`src/rtl/blr_map.vh`:
```
// Register map, field positions, reset values and counts of the break, low-power and reset-status block.
`ifndef BLR_MAP_VH
`define BLR_MAP_VH

// Register indices as printed; the byte address is four times the index.
`define BLR_IDX_BREAK_STATUS     18'h0_FE00
`define BLR_IDX_RESET_SOURCE     18'h0_FE01
`define BLR_IDX_BREAK_FLAG_CTRL  18'h0_FE03
`define BLR_ADDR_BREAK_STATUS    18'h3_F800
`define BLR_ADDR_RESET_SOURCE    18'h3_F804
`define BLR_ADDR_BREAK_FLAG_CTRL 18'h3_F80C
`define BLR_ADDR_W               18

// Break status field.
`define BLR_BIT_BREAK_WAIT_EXIT  1

// Reset source status fields.
`define BLR_BIT_POWER_ON         7
`define BLR_BIT_PIN              6
`define BLR_BIT_WATCHDOG         5
`define BLR_BIT_BAD_OPCODE       4
`define BLR_BIT_BAD_ADDRESS      3
`define BLR_BIT_MONITOR_ENTRY    2
`define BLR_BIT_LOW_VOLTAGE      1

// Break flag control field.
`define BLR_BIT_BREAK_CLEAR_EN   7

// Reset values.
`define BLR_RST_BREAK_STATUS     8'h00
`define BLR_RST_RESET_SOURCE     8'h80
`define BLR_RST_BREAK_FLAG_CTRL  8'h00

// Erased vector byte that selects monitor entry.
`define BLR_ERASED_BYTE          8'hFF

// Stop recovery lengths in reference clock cycles.
`define BLR_STOP_REC_LONG        13'h1000
`define BLR_STOP_REC_SHORT       13'h0020
`define BLR_CNT_W                13

`endif

```
`src/rtl/blr_recovery_counter.v`:
```
// Stop recovery counter that is held clear during stop and then times the recovery period.
`timescale 1ns/1ps
module blr_recovery_counter (
	input  wire        clk,
	input  wire        arst_n,
	input  wire        holdClear,
	input  wire        run,
	input  wire        shortRecovery,
	output reg         done
);
`include "blr_map.vh"

	reg  [`BLR_CNT_W-1:0] count;
	wire [`BLR_CNT_W-1:0] target;
	wire [`BLR_CNT_W-1:0] next_count;

	// The recovery length follows the short stop recovery option.
	assign target = shortRecovery ? `BLR_STOP_REC_SHORT : `BLR_STOP_REC_LONG;
	assign next_count = count + 13'h0001;

	// Counter stays at zero while held; done pulses on the last recovery cycle.
	always @(posedge clk or negedge arst_n) begin
		if (!arst_n) begin
			count <= 13'h0000;
			done  <= 1'b0;
		end else if (holdClear) begin
			count <= 13'h0000;
			done  <= 1'b0;
		end else if (run && !done) begin
			count <= next_count;
			done  <= (next_count == target);
		end else begin
			done  <= 1'b0;
		end
	end

endmodule

```
`src/rtl/blr_top.v`:
```
// Reset status, break control and wait/stop sequencing with an APB register slave.
// Function
// - All reset sources share equal top priority.
// - Break interrupt forces CPU to software vector.
// - Break without clear enable protects status flags; here only the reset-source flags, a zero write still clears break-wait-exit.
// - Flags cleared in enabled break stay cleared.
// - Two-step flag clears stay protected during break.
// - Wait or stop clears the interrupt mask.
// - Wait gates CPU clocks, peripherals keep running.
// - Wait wake stacking starts one cycle later.
// - Reset or break exits wait; break sets flag.
// - Watchdog runs in wait unless disabled.
// - Stop resets counter and disables both clocks.
// - Stop exits by interrupt after recovery, or by reset at once.
// - Recovery lasts 4096 cycles, or 32 short.
// - Counter held in stop, then times recovery.
// - Break-wait-exit flag cleared by zero write, reset.
// - Reading reset-source status clears all flags.
// - Power-on sets its flag, clears others.
// - Each reset cause has its own flag.
// - Monitor flag set on erased vectors, high IRQ.
// - Break clearing allowed only with enable set; here the break-wait-exit flag still clears on a zero write.
// - Break status flag sits at bit one.
// - Three registers at their fixed addresses.
`timescale 1ns/1ps
module blr_top (
	input  wire        clk,
	input  wire        arst_n,
	input  wire        psel,
	input  wire        penable,
	input  wire        pwrite,
	input  wire [17:0] paddr,
	input  wire [31:0] pwdata,
	output wire        pready,
	output reg  [31:0] prdata,
	output reg         pslverr,
	input  wire        porEvent,
	input  wire        pinReset_n,
	input  wire        watchdogTimeout,
	input  wire        badOpcode,
	input  wire        badAddress,
	input  wire        lowVoltage,
	input  wire        monitorCheck,
	input  wire [7:0]  resetVectorHi,
	input  wire [7:0]  resetVectorLo,
	input  wire        irqPin,
	output reg         systemReset,
	input  wire        breakIrq,
	input  wire        breakReturn,
	output reg         forceSwiVector,
	output reg         breakState,
	output wire        flagClearAllow,
	input  wire        lowPowerReq,
	input  wire        lowPowerStop,
	input  wire        wakeIrq,
	input  wire        shortStopRecovery,
	input  wire        watchdogDisable,
	output reg         clearIntMask,
	output reg         stackStart,
	output wire        cpuClockEn,
	output wire        busClockEn,
	output wire        refClockEn,
	output wire        watchdogRun,
	output wire [4:0]  powerState
);
`include "blr_map.vh"

	// One-hot sequencer states; exactly one bit is set in every legal state.
	localparam [4:0] ST_RUN     = 5'h01;
	localparam [4:0] ST_WAIT    = 5'h02;
	localparam [4:0] ST_STOP    = 5'h04;
	localparam [4:0] ST_RECOVER = 5'h08;
	localparam [4:0] ST_STACK   = 5'h10;

	// Synchroniser stages, break tracking, register contents and sequencer state.
	reg        pinMeta;
	reg        pinSync;
	reg        irqMeta;
	reg        irqSync;
	reg        breakIrqLast;
	reg        breakWaitExit;
	reg        breakClearEnable;
	reg  [7:0] resetSource;
	reg  [7:0] next_resetSource;
	reg  [4:0] state;
	reg  [4:0] next_state;
	reg        next_stackStart;
	reg        setBreakWaitExit;
	reg  [7:0] readByte;
	wire       pinEvent;
	wire       monitorEvent;
	wire       anyReset;
	wire       breakRise;
	wire       apbAccess;
	wire       apbWrite;
	wire       apbRead;
	wire       selBreakStatus;
	wire       selResetSource;
	wire       selFlagCtrl;
	wire       mapped;
	wire       recoveryDone;

	// Two flip-flops bring the reset pin and the IRQ pin into the clock domain.
	always @(posedge clk or negedge arst_n) begin
		if (!arst_n) begin
			pinMeta <= 1'b1;
			pinSync <= 1'b1;
			irqMeta <= 1'b0;
			irqSync <= 1'b0;
		end else begin
			pinMeta <= pinReset_n;
			pinSync <= pinMeta;
			irqMeta <= irqPin;
			irqSync <= irqMeta;
		end
	end

	// Cause decoding; the pin counts while it is held low after synchronising.
	assign pinEvent = !pinSync;
	assign monitorEvent = monitorCheck && irqSync &&
		(resetVectorHi == `BLR_ERASED_BYTE) && (resetVectorLo == `BLR_ERASED_BYTE);

	// Every source is simply ORed, so no source can block another.
	assign anyReset = porEvent | pinEvent | watchdogTimeout | badOpcode |
		badAddress | lowVoltage | monitorEvent;

	// The reset request leaves through a register so the output is glitch free.
	// A source that is still active keeps the request high for as long as it lasts.
	always @(posedge clk or negedge arst_n) begin
		if (!arst_n) begin
			systemReset <= 1'b1;
		end else begin
			systemReset <= anyReset;
		end
	end

	// APB decode; the slave answers every access in its first access cycle.
	// Writes to unmapped or read-only locations are answered but change nothing.
	assign pready = 1'b1;
	assign apbAccess = psel && penable;
	assign apbWrite = apbAccess && pwrite;
	assign apbRead = apbAccess && !pwrite;
	assign selBreakStatus = (paddr == `BLR_ADDR_BREAK_STATUS);
	assign selResetSource = (paddr == `BLR_ADDR_RESET_SOURCE);
	assign selFlagCtrl = (paddr == `BLR_ADDR_BREAK_FLAG_CTRL);
	assign mapped = selBreakStatus | selResetSource | selFlagCtrl;

	// Status clearing is allowed outside break, or in break with the enable set.
	assign flagClearAllow = !breakState || breakClearEnable;

	// Read data are chosen here and captured at the setup edge; the error answer is combinational.
	// The reset source byte is taken from its next value, which is what stands in the access cycle.
	always @* begin
		readByte = 8'h00;
		pslverr = 1'b0;
		if (psel && !mapped) begin
			pslverr = 1'b1;
		end
		if (selBreakStatus) begin
			readByte[`BLR_BIT_BREAK_WAIT_EXIT] = breakWaitExit;
		end else if (selResetSource) begin
			readByte = next_resetSource;
		end else if (selFlagCtrl) begin
			readByte[`BLR_BIT_BREAK_CLEAR_EN] = breakClearEnable;
		end
	end

	// Registered read data hold steady for the whole access phase.
	always @(posedge clk or negedge arst_n) begin
		if (!arst_n) begin
			prdata <= 32'h0000_0000;
		end else if (psel && !penable) begin
			prdata <= {24'h00_0000, readByte};
		end
	end

	// Break flag control register; software sets or clears the enable at will.
	// The enable resets to zero, so flags are protected in break until software opts in.
	always @(posedge clk or negedge arst_n) begin
		if (!arst_n) begin
			breakClearEnable <= 1'b0;
		end else if (apbWrite && selFlagCtrl) begin
			breakClearEnable <= pwdata[`BLR_BIT_BREAK_CLEAR_EN];
		end
	end

	// Break entry on a rising break interrupt; the CPU ends it with its return pulse.
	assign breakRise = breakIrq && !breakIrqLast;
	always @(posedge clk or negedge arst_n) begin
		if (!arst_n) begin
			breakIrqLast   <= 1'b0;
			breakState     <= 1'b0;
			forceSwiVector <= 1'b0;
		end else begin
			breakIrqLast   <= breakIrq;
			forceSwiVector <= breakRise;
			if (anyReset) begin
				breakState <= 1'b0;
			end else if (breakRise) begin
				breakState <= 1'b1;
			end else if (breakReturn) begin
				breakState <= 1'b0;
			end
		end
	end

	// Reset source flags: power-on replaces all, other causes add their bit.
	// A read clears the flags unless break protection holds them; a cause wins over the read.
	always @* begin
		next_resetSource = resetSource;
		if (apbRead && selResetSource && flagClearAllow) begin
			next_resetSource = 8'h00;
		end
		if (pinEvent) begin
			next_resetSource[`BLR_BIT_PIN] = 1'b1;
		end
		if (watchdogTimeout) begin
			next_resetSource[`BLR_BIT_WATCHDOG] = 1'b1;
		end
		if (badOpcode) begin
			next_resetSource[`BLR_BIT_BAD_OPCODE] = 1'b1;
		end
		if (badAddress) begin
			next_resetSource[`BLR_BIT_BAD_ADDRESS] = 1'b1;
		end
		if (monitorEvent) begin
			next_resetSource[`BLR_BIT_MONITOR_ENTRY] = 1'b1;
		end
		if (lowVoltage) begin
			next_resetSource[`BLR_BIT_LOW_VOLTAGE] = 1'b1;
		end
		if (porEvent) begin
			next_resetSource = `BLR_RST_RESET_SOURCE;
		end
	end

	// The reset source register itself; arst_n stands for the power-on reset.
	always @(posedge clk or negedge arst_n) begin
		if (!arst_n) begin
			resetSource <= `BLR_RST_RESET_SOURCE;
		end else begin
			resetSource <= next_resetSource;
		end
	end

	// Break status flag: set by break leaving wait, cleared by a zero write or any reset.
	// Software writes of a one leave the flag as it is.
	always @(posedge clk or negedge arst_n) begin
		if (!arst_n) begin
			breakWaitExit <= 1'b0;
		end else if (anyReset) begin
			breakWaitExit <= 1'b0;
		end else if (setBreakWaitExit) begin
			breakWaitExit <= 1'b1;
		end else if (apbWrite && selBreakStatus && !pwdata[`BLR_BIT_BREAK_WAIT_EXIT]) begin
			breakWaitExit <= 1'b0;
		end
	end

	// Low-power sequencer; a request is a single pulse that picks wait or stop.
	// Any reset source ends wait, stop and recovery, since reset outranks every wake.
	always @* begin
		next_state = state;
		next_stackStart = 1'b0;
		setBreakWaitExit = 1'b0;
		case (state)
			ST_RUN: begin
				if (lowPowerReq && !anyReset) begin
					next_state = lowPowerStop ? ST_STOP : ST_WAIT;
				end
			end
			ST_WAIT: begin
				if (anyReset) begin
					next_state = ST_RUN;
				end else if (breakRise) begin
					setBreakWaitExit = 1'b1;
					next_state = ST_RUN;
				end else if (wakeIrq) begin
					next_state = ST_STACK;
				end
			end
			ST_STOP: begin
				if (anyReset) begin
					next_state = ST_RUN;
				end else if (wakeIrq) begin
					next_state = ST_RECOVER;
				end
			end
			ST_RECOVER: begin
				if (anyReset) begin
					next_state = ST_RUN;
				end else if (recoveryDone) begin
					next_state = ST_STACK;
				end
			end
			ST_STACK: begin
				next_stackStart = 1'b1;
				next_state = ST_RUN;
			end
			default: begin
				next_state = ST_RUN;
			end
		endcase
	end

	// State register plus the one-cycle pulses toward the CPU.
	// The interrupt mask clear follows an accepted request in both modes.
	always @(posedge clk or negedge arst_n) begin
		if (!arst_n) begin
			state        <= ST_RUN;
			stackStart   <= 1'b0;
			clearIntMask <= 1'b0;
		end else begin
			state        <= next_state;
			stackStart   <= next_stackStart;
			clearIntMask <= (state == ST_RUN) && lowPowerReq && !anyReset;
		end
	end

	// Clock gating: wait stops only the CPU, stop and recovery stop both generator outputs.
	// The watchdog runs in wait unless the option disables it; stop halts it with its clock.
	assign cpuClockEn = (state == ST_RUN) || (state == ST_STACK);
	assign busClockEn = !((state == ST_STOP) || (state == ST_RECOVER));
	assign refClockEn = busClockEn;
	assign watchdogRun = !watchdogDisable && busClockEn;
	assign powerState = state;

	// The counter is cleared from stop entry until recovery and then times it.
	// Recovery counts reference clock cycles, which in this block are the main clock.
	blr_recovery_counter u_recovery (
		.clk           (clk),
		.arst_n        (arst_n),
		.holdClear     (state != ST_RECOVER),
		.run           (state == ST_RECOVER),
		.shortRecovery (shortStopRecovery),
		.done          (recoveryDone)
	);

	// Peripherals that use a two-step clear sample flagClearAllow at their second step.
	// A first step taken before break therefore cannot finish the clear while break holds.
	// Once break ends the allow line rises again and the second step clears as usual.

endmodule

```
`config.mk`:
```
export PLATFORM = sky130hd
export DESIGN_NAME = blr_top
export DESIGN_NICKNAME = d
export VERILOG_FILES = /design/src/rtl/blr_recovery_counter.v /design/src/rtl/blr_top.v
export VERILOG_INCLUDE_DIRS = /design/src /design/src/rtl
export SDC_FILE = /design/constraint.sdc
export NUM_CORES = 1
export LEC_CHECK = 0
export BUFFER_PORTS_ARGS = -buffer_cell sky130_fd_sc_hd__buf_2
export CAP_MARGIN = 5
export CORE_MARGIN = 2
export CORE_UTILIZATION = 49
export DETAILED_ROUTE_END_ITERATION = 8
export GPL_TIMING_DRIVEN = 1
export MAX_ROUTING_LAYER = met4
export PLACE_DENSITY = 0.91
export REMOVE_ABC_BUFFERS = 1
export SYNTH_ARGS = -nofsm -noshare
export SYNTH_HDL_FRONTEND = slang
export SYNTH_HIERARCHICAL = 1
export SYNTH_SLANG_ARGS = --single-unit
```
`constraint.sdc`:
```
create_clock -name clk -period 3.9 [get_ports clk]
set_input_delay 0.78 -clock clk [delete_from_list [all_inputs] [get_ports clk]]
set_output_delay 0.78 -clock clk [all_outputs]
set_load 0.02 [all_outputs]
```
==> summary.md, run 1 <==
The worst clock skew is 0.01289 ns. STA classifies the critical path endpoint as an output port. The detailed router placed 2271 vias in this run.

After clock tree synthesis, the repair step resized 0 gates. The half-perimeter wire length of the detailed placement result was 4.533 mm. The most numerous cell type found on the critical path is sky130_fd_sc_hd__buf_2.

Post-CTS timing repair inserted 0 buffers for setup. The proportion of synthesized flip-flops having asynchronous set or reset came out at 1.000. The share of final-layout standard cells stronger than drive strength 1 is 0.2873. The logs give 127 for the detailed router's first-iteration violation count and 0 for the number of antenna-violating nets in the routed design. The overall power came out at 0.0008859 W. The run gives 0 as the overall overflow remaining after global route. Minimum period implied by the final worst setup slack: 2.817 ns. TritonCTS built the clock tree.

The floorplan step defined a die boundary enclosing 5999 µm². Across the run, the number of max-cap violations was 0. Number of fill cells: 474.

The run gives 0 as the number of antenna violations at the first check in global routing. The tools report the number of warning messages in the yosys log as 6. The I/O pin count was 135; the routed wire length per instance was 13.72 µm.

The classification of the worst setup path is in -> out. The logs give 0.4472 for the portion of the post-synthesis area used by sequential elements and 3.12 ns for the required time of the critical path. The cell area power density was 290.2 nW/µm².

For the relative slew slack, the log shows 0.3166. The run gives 2 as the H-tree depth. The tools report the number of iterations in the first detailed-routing pass as 4. By count the netlist is led by 42 x sky130_fd_sc_hd__dfrtp_1, 35 x sky130_fd_sc_hd__nor2_1, 26 x sky130_fd_sc_hd__buf_4, 26 x sky130_fd_sc_hd__nand2_1, 15 x sky130_fd_sc_hd__o21ai_0. The count of hold-fix buffers inserted at cts came out at 0. Routability-driven placement finished with a final weighted congestion of 0.8997. The share of the cycle needed by the critical path after routing is 0.7222, and the area growth from synthesis to final layout is 15.48%. Sorting the synthesized cells by area gives the leading types as sky130_fd_sc_hd__dfrtp_1 40%, sky130_fd_sc_hd__buf_4 7.4%, sky130_fd_sc_hd__dfstp_2 5.0%, sky130_fd_sc_hd__nor2_1 5.0%, sky130_fd_sc_hd__nand2_1 3.7%. The worst setup path is launched from a primary input. Peak fanout along the critical path: 11. Cell family contributing the most delay on the critical path: simple AND/OR/NAND/NOR gates. The clock net in this run drives a total of 47 sinks.

The sequential power share came out at 0.562. 0 antenna diodes ended up in the layout. Cell internal power was estimated by the tool at 0.0006660 W. The top cell type's share of synthesized area was 0.3975. Clock latency on the worst-skew pair, taken at its later pin, is 0.30 ns. Input and output buffers added on the ports amount to 79.

Largest stage delay on the critical path: 0.41 ns. For this run, design rule violations remaining after detail routing come to 0. The mapped netlist covers 2644 µm². For this design, the slowest cell found on the critical path is sky130_fd_sc_hd__nand4_1.

The via count of the first global-routing pass came out at 2087. Row generation in the floorplan step produced 26 rows. The first global-routing pass estimated 9.246 mm of wire. The horizontal die dimension was 77.46 µm. The maximum count of clock buffers along a single path is 2, and the final cell area excluding filler cells is 3053 µm². The top cell type by total area after synthesis is sky130_fd_sc_hd__dfrtp_1. The tools report the total routing usage reported by global routing as 0.1976. The run gives 0.3550 GHz as the maximum operating frequency. The ratio of routed vias to standard cells works out to 5.257. The largest vdd supply drop is 0.0003097 V. Entering global routing, the biggest net connects 48 pins. The analysis attributes to cell leakage a power of 1.452 nW.

The buffering stage count on the worst path with inverters included works out to 2. The final hold violation count is 0. The total core area was 5172 µm²; the setup total negative slack was 0 ns. The clock power share was 0.331; the number of slew-limit violations in the final report was 0.

The average footprint of a synthesized cell came out at 9.180 µm². The data arrival time of the critical path was 2.04 ns. The min-delay analysis places its worst path in the category reg -> reg. Traced cell by cell, the critical path runs through buf_2 -> nor4_1 -> nand4_1 -> o21a_1 -> buf_2.

The initial core utilization is 0.5111. In this run the cell area measured after placement is 2965 µm². The synthesized design contains 0 enable-type register cells. The fraction of power spent switching nets is 0.2482. At the pin with the least slew margin, the transition time is 1.025 ns.

The cell count after synthesis came out at 288. The clock-pin slew on the worst setup and hold paths is 0.09 ns, and the number of nets in the final layout is 449. Setup repair after global routing left no endpoint under its margin. Final count of negative-setup-slack endpoints: 0. The overall die height was 77.46 µm.

The final layout contains routed wiring with a total length of 5.928 mm. The number of flip-flops and latches in the synthesized netlist was 47; the net switching power figure was 0.0002199 W. The TritonCTS buffer count came out at 5. Among all cell types in the netlist, the one instantiated most often is sky130_fd_sc_hd__dfrtp_1.

The part of the total power dissipated in combinational logic was 0.107. The most instantiated flip-flop cell in the synthesis netlist was sky130_fd_sc_hd__dfrtp_1. After synthesis, the netlist uses 54 different library cells. The tree is rooted in a sky130_fd_sc_hd__clkbuf_8.

The flow ran to the end, and the final reports show no timing, DRC or antenna violations.
[path summary, 6_finish.rpt]
kind	depth (start not counted)	slack (ns)	to	startpoint
hold reg to reg	0	0.34	pinSync	pinMeta
setup / recovery	5	1.08	pslverr	paddr[4]
hold / removal	0	0.34	pinSync	pinMeta
min in group asynchronous	1	0.67	forceSwiVector	arst_n
max in group asynchronous	1	2.60	resetSource[0]	arst_n
setup reg to reg	8	1.56	u_recovery/done	powerState[4]
[flip-flops by register name (all words and copies together) (netlist names), 5 cells and up]
name,flops
u_recovery/count,13
prdata,8
powerState,5
resetSource,8
[power by group through the flow]
stage	combinational (W)	sequential (W)	clock, W
final	0.0000947	0.000498	0.000293
after global routing	0.000104	0.000498	0.000322
after CTS	0.0000949	0.000498	0.000303
after global placement	0.0000918	0.000507	0
after floorplan	0.0000435	0.000508	0
after detailed placement	0.0000946	0.000507	0
[worst register-to-register path: stages, from the launching register on]
cell,delay (ns)
sky130_fd_sc_hd__dfrtp_1,0.41
sky130_fd_sc_hd__nor2_1,0.22
sky130_fd_sc_hd__nand4bb_1,0.13
sky130_fd_sc_hd__buf_4,0.21
sky130_fd_sc_hd__inv_1,0.11
sky130_fd_sc_hd__nand2b_1,0.20
sky130_fd_sc_hd__a2111oi_0,0.49
sky130_fd_sc_hd__nand2_1,0.12
sky130_fd_sc_hd__a2111oi_2,0.32
[through the flow]
step | utilization | instances | hold WS, ns | worst slack [ns]
floorplan | - | 275 | 0.3312 | 1.500
global route | 0.5902 | 432 | 0.3568 | 0.9807
detailed placement | 0.5733 | 425 | 0.3418 | 1.102
global placement | 0.5733 | 425 | 0.3343 | 1.098
CTS | 0.5902 | 432 | 0.3488 | 1.096
finish | 0.5902 | 432 | 0.3438 | 1.083
[cell usage in the layout, fill, tap and decap left out, drive strengths merged, types with 2 or more instances in the layout]
cell and instances:
dfrtp 42, nand4 13, and4 2, nand2b 8, a21oi 11, or3 2, nor3 5, nor2 35
clkbuf 6, inv 14, a2111oi 2, a211oi 2, dfstp 5, nand3b 3, nor2b 3, or4b 2
or4 4, xor2 8, nand4bb 2, and3 2, o22a 2, o21ai 15, nor4 6, buf 80
conb 25, nand3 10, o41ai 2, o211ai 2, xnor2 5, nand2 27
[logic make-up after synthesis]
kind of cell / share of synthesized area
buf+inv: 0.1164
flops: 0.4472
compound gates: 0.1036
simple gates: 0.2740
other cells: 0.002841
fa+ha+maj: 0.004732
mux: 0.008045
xor+xnor: 0.04307
[metal layers]
| layer | global-route usage | vias up | part of all wire |
|---|---|---|---|
| met4 | 0.07321 | 0 | 0.012 |
| met5 | - | - | 0 |
| met3 | 0.05814 | 8 | 0.077 |
| met2 | 0.3409 | 94 | 0.51 |
| li1 | - | 1100 | - |
| met1 | 0.2164 | 1069 | 0.40 |
[cell type report]
| cell class | count | area, µm² | area share |
|---|---|---|---|
| timing repair buffer | 80 | 402.9 | 0.1320 |
| clock inverter | 1 | 5.005 | 0.001639 |
| tap | 70 | 87.58 | 0.02869 |
| clock buffer | 6 | 82.58 | 0.02705 |
| inverter | 14 | 52.55 | 0.01721 |
| multi-input combinational | 214 | 1240 | 0.4061 |
| sequential | 47 | 1182 | 0.3873 |
No activity file was read; power rests on OpenSTA's default activity.
==> run 2: changes to the inputs <==
CORE_UTILIZATION = 41   (was 49)
PLACE_DENSITY = 0.82   (was 0.91)
clock period = 2.3 ns   (was 3.9 ns; I/O delays follow)
==> run 2 against run 1 <==
  * Critical path depth up 1
  * First-iteration DRC count down 26%
  * Highest routed layer unchanged
  * Hold slack worse by 0.11 ns
  * Combinational power up 71%
  * Power up 71%
==> summary.md, run 2 (same netlist as run 1, synthesis figures left out) <==
The flow ran to the end, and the final reports show no timing, DRC or antenna violations. The number of antenna-violating nets in the routed design is 0 (unchanged). The leakage power of the design is 1.468 nW (+1.1%), and the ratio of routed vias to standard cells is 5.135 (-2.3%). The run gives 0.4212 (-0.08996) as the initial core utilization. The count of buffers inserted at the top-level ports was 79 (unchanged). The worst setup path is launched from a flip-flop. Kind of end point of the critical path: an output port. For the number of max-capacitance violations reported, the log shows 0 (unchanged).

The run gives 0 (unchanged) as the number of antenna violations at the first check in global routing. The logs give 2 (unchanged) for the maximum count of clock buffers along a single path and 5.874 mm (-0.91%) for the total detailed-routing wirelength. The classification of the worst setup path is reg -> out. The number of flip-flops in the largest register was 13 (unchanged).

TritonCTS built the clock tree. The relative slew slack is 0.6118 (+0.2952). The run gives 0 (unchanged) as the count of hold-fix buffers inserted at cts. The run gives 0 (unchanged) as the DRC violations left. Number of iterations in the first detailed-routing pass: 4 (unchanged).

The number of slew-limit violations in the final report was 0 (unchanged). The total of cells resized after clock tree synthesis came out at 0 (unchanged). The tools report the total routing usage reported by global routing as 0.1752 (-0.02241). Utilization after layout: 0.4939 (-0.09631). The logs give 94 (-26%) for the detailed router's first-iteration violation count and 1.84 ns (-1.28 ns) for the required time of the critical path. The horizontal die dimension was 84.30 µm (+8.8%); the first-pass GRT wire length was 9.901 mm (+7.1%). The logs give 48 (unchanged) for the largest net degree at the start of global routing and 2 (unchanged) for the H-tree depth. The run gives 0 (unchanged) as the final hold violation count.

The number of antenna repair diodes came out at 0 (unchanged). The total core area was 6277 µm² (+21%). Setup repair after global routing left no endpoint under its margin. Tracing the worst setup path back leads to its startpoint at powerState[0]. The overall overflow remaining after global route is 0 (unchanged), and the peak fanout along the critical path is 17 (+6).

The run gives 2285 (+0.62%) as the via count. In the layout the commonest cells are 79 x sky130_fd_sc_hd__buf_2, 42 x sky130_fd_sc_hd__dfrtp_1, 35 x sky130_fd_sc_hd__nor2_1. For the number of nets in the final layout, the log shows 454 (+1.1%). Type of the worst min-delay path: in -> async. The via count of the first global-routing pass was 2233 (+7.0%); the clock-pin slew on the worst setup and hold paths was 0.10 ns (about the same). The run gives 0.8383 (-6.8%) as the final estimated routing congestion in global placement. The slew at the pin closest to its max-slew limit is 0.5822 ns (-0.4428 ns). u_recovery/count holds more flip-flops than any other register. The run gives 0.0002576 V (-17%) as the largest vdd supply drop. The worst path needs 2.141 ns of the cycle, external delays included. The overall die area was 7106 µm² (+18%); the half-perimeter wire length of the detailed placement result was 4.494 mm (-0.88%). The buffers inserted during post-CTS setup optimization is 0 (unchanged), and the share of the cycle needed by the critical path after routing is 0.9310. Data arrival time of the critical path: 1.68 ns (-0.36 ns). Leaving out fill and tap cells, the most frequent cell in the layout is sky130_fd_sc_hd__buf_2.

Based on the critical path, the design can be clocked at up to 0.4670 GHz. The final count of negative-setup-slack endpoints was 0 (unchanged); the area growth from synthesis to final layout was 17.27%. TritonCTS sink count: 47 (unchanged). The share of final-layout standard cells stronger than drive strength 1 works out to 0.2989 (+0.01162). The clock insertion delay at the later pin of the skew report came out at 0.31 ns (about the same). The worst register-to-register path begins at u_recovery/count[0]. The TritonCTS buffer count was 5 (unchanged). The cell area power density works out to 487.4 nW/µm² (+68%).

The largest registers in the layout are u_recovery/count (13), prdata (8), resetSource (8). The overall power was 0.001511 W (+71%). The root buffer cell chosen for the clock tree is sky130_fd_sc_hd__clkbuf_8. The number of cells on the worst reg-to-reg path was 6 (-2). The routed wire length per instance is 13.20 µm (-3.8%). The overall die height is 84.30 µm (+8.8%). The cell row count was 29 (+12%).

The tools report the I/O pin count as 135 (unchanged). The worst clock skew came out at 0.01002 ns (-0.002871 ns).
==> run 2: cell count changes in the layout (fill, tap and decap cells not counted), sizes merged <==
| cell | change |
|---|---|
| buf | +5 |
| clkbuf | -1 |
| clkinvlp | +2 |
==> run 2: final timing paths <==
check | end | slack [ns]
setup reg to reg | u_recovery/done | 0.19
min in group clk | pinMeta | 0.25
hold reg to reg | pinSync | 0.35
max in group asynchronous | stackStart | 1.68
hold / removal | u_recovery/count[8] | 0.23
setup / recovery | watchdogRun | 0.16
==> run 2: metrics by stage <==
step           instances  hold WS (ns)  setup TNS, ns  cell area (µm²)  worst slack, ns
2_1_floorplan        275        0.1644       -0.02156             2475         -0.02156
3_3_place_gp         437        0.3376              0             3012           0.2239
3_5_place_dp         437        0.3393              0             3012           0.1748
4_1_cts              445        0.2477              0             3100           0.1558
5_1_grt              445        0.2430              0             3100          0.06954
6_report             445        0.2296              0             3100           0.1586
==> run 2: cell type report <==
| type | instances | area (µm²) |
|---|---|---|
| tap | 77 | 96.34 |
| timing repair buffer | 85 | 440.4 |
| inverter | 14 | 52.55 |
| clock buffer | 5 | 68.82 |
| fill | 597 | 3177 |
| multi-input combinational | 214 | 1240 |
| sequential | 47 | 1182 |
| clock inverter | 3 | 20.02 |
==> run 2: where the power goes <==
group	internal [W]	switching, W	total, W
sequential	0.000839	0.00000442	0.000844
clock	0.000212	0.000294	0.000506
combinational	0.0000560	0.000106	0.000162
==> run 2: critical path: stages, from the launching register on <==
cell,delay (ns)
sky130_fd_sc_hd__dfstp_2,0.57
sky130_fd_sc_hd__nor2_1,0.08
sky130_fd_sc_hd__nand4bb_1,0.13
sky130_fd_sc_hd__buf_4,0.23
sky130_fd_sc_hd__nand2_1,0.12
sky130_fd_sc_hd__nor2_1,0.09
sky130_fd_sc_hd__buf_2,0.16
==> run 2: per-layer routing <==
metal | vias up | wire [µm] | GRT usage
met5 | - | 0 | -
met4 | 0 | 106 | 0.07038
met3 | 9 | 436 | 0.03245
met2 | 103 | 2922 | 0.2987
met1 | 1068 | 2409 | 0.2036
li1 | 1105 | - | -
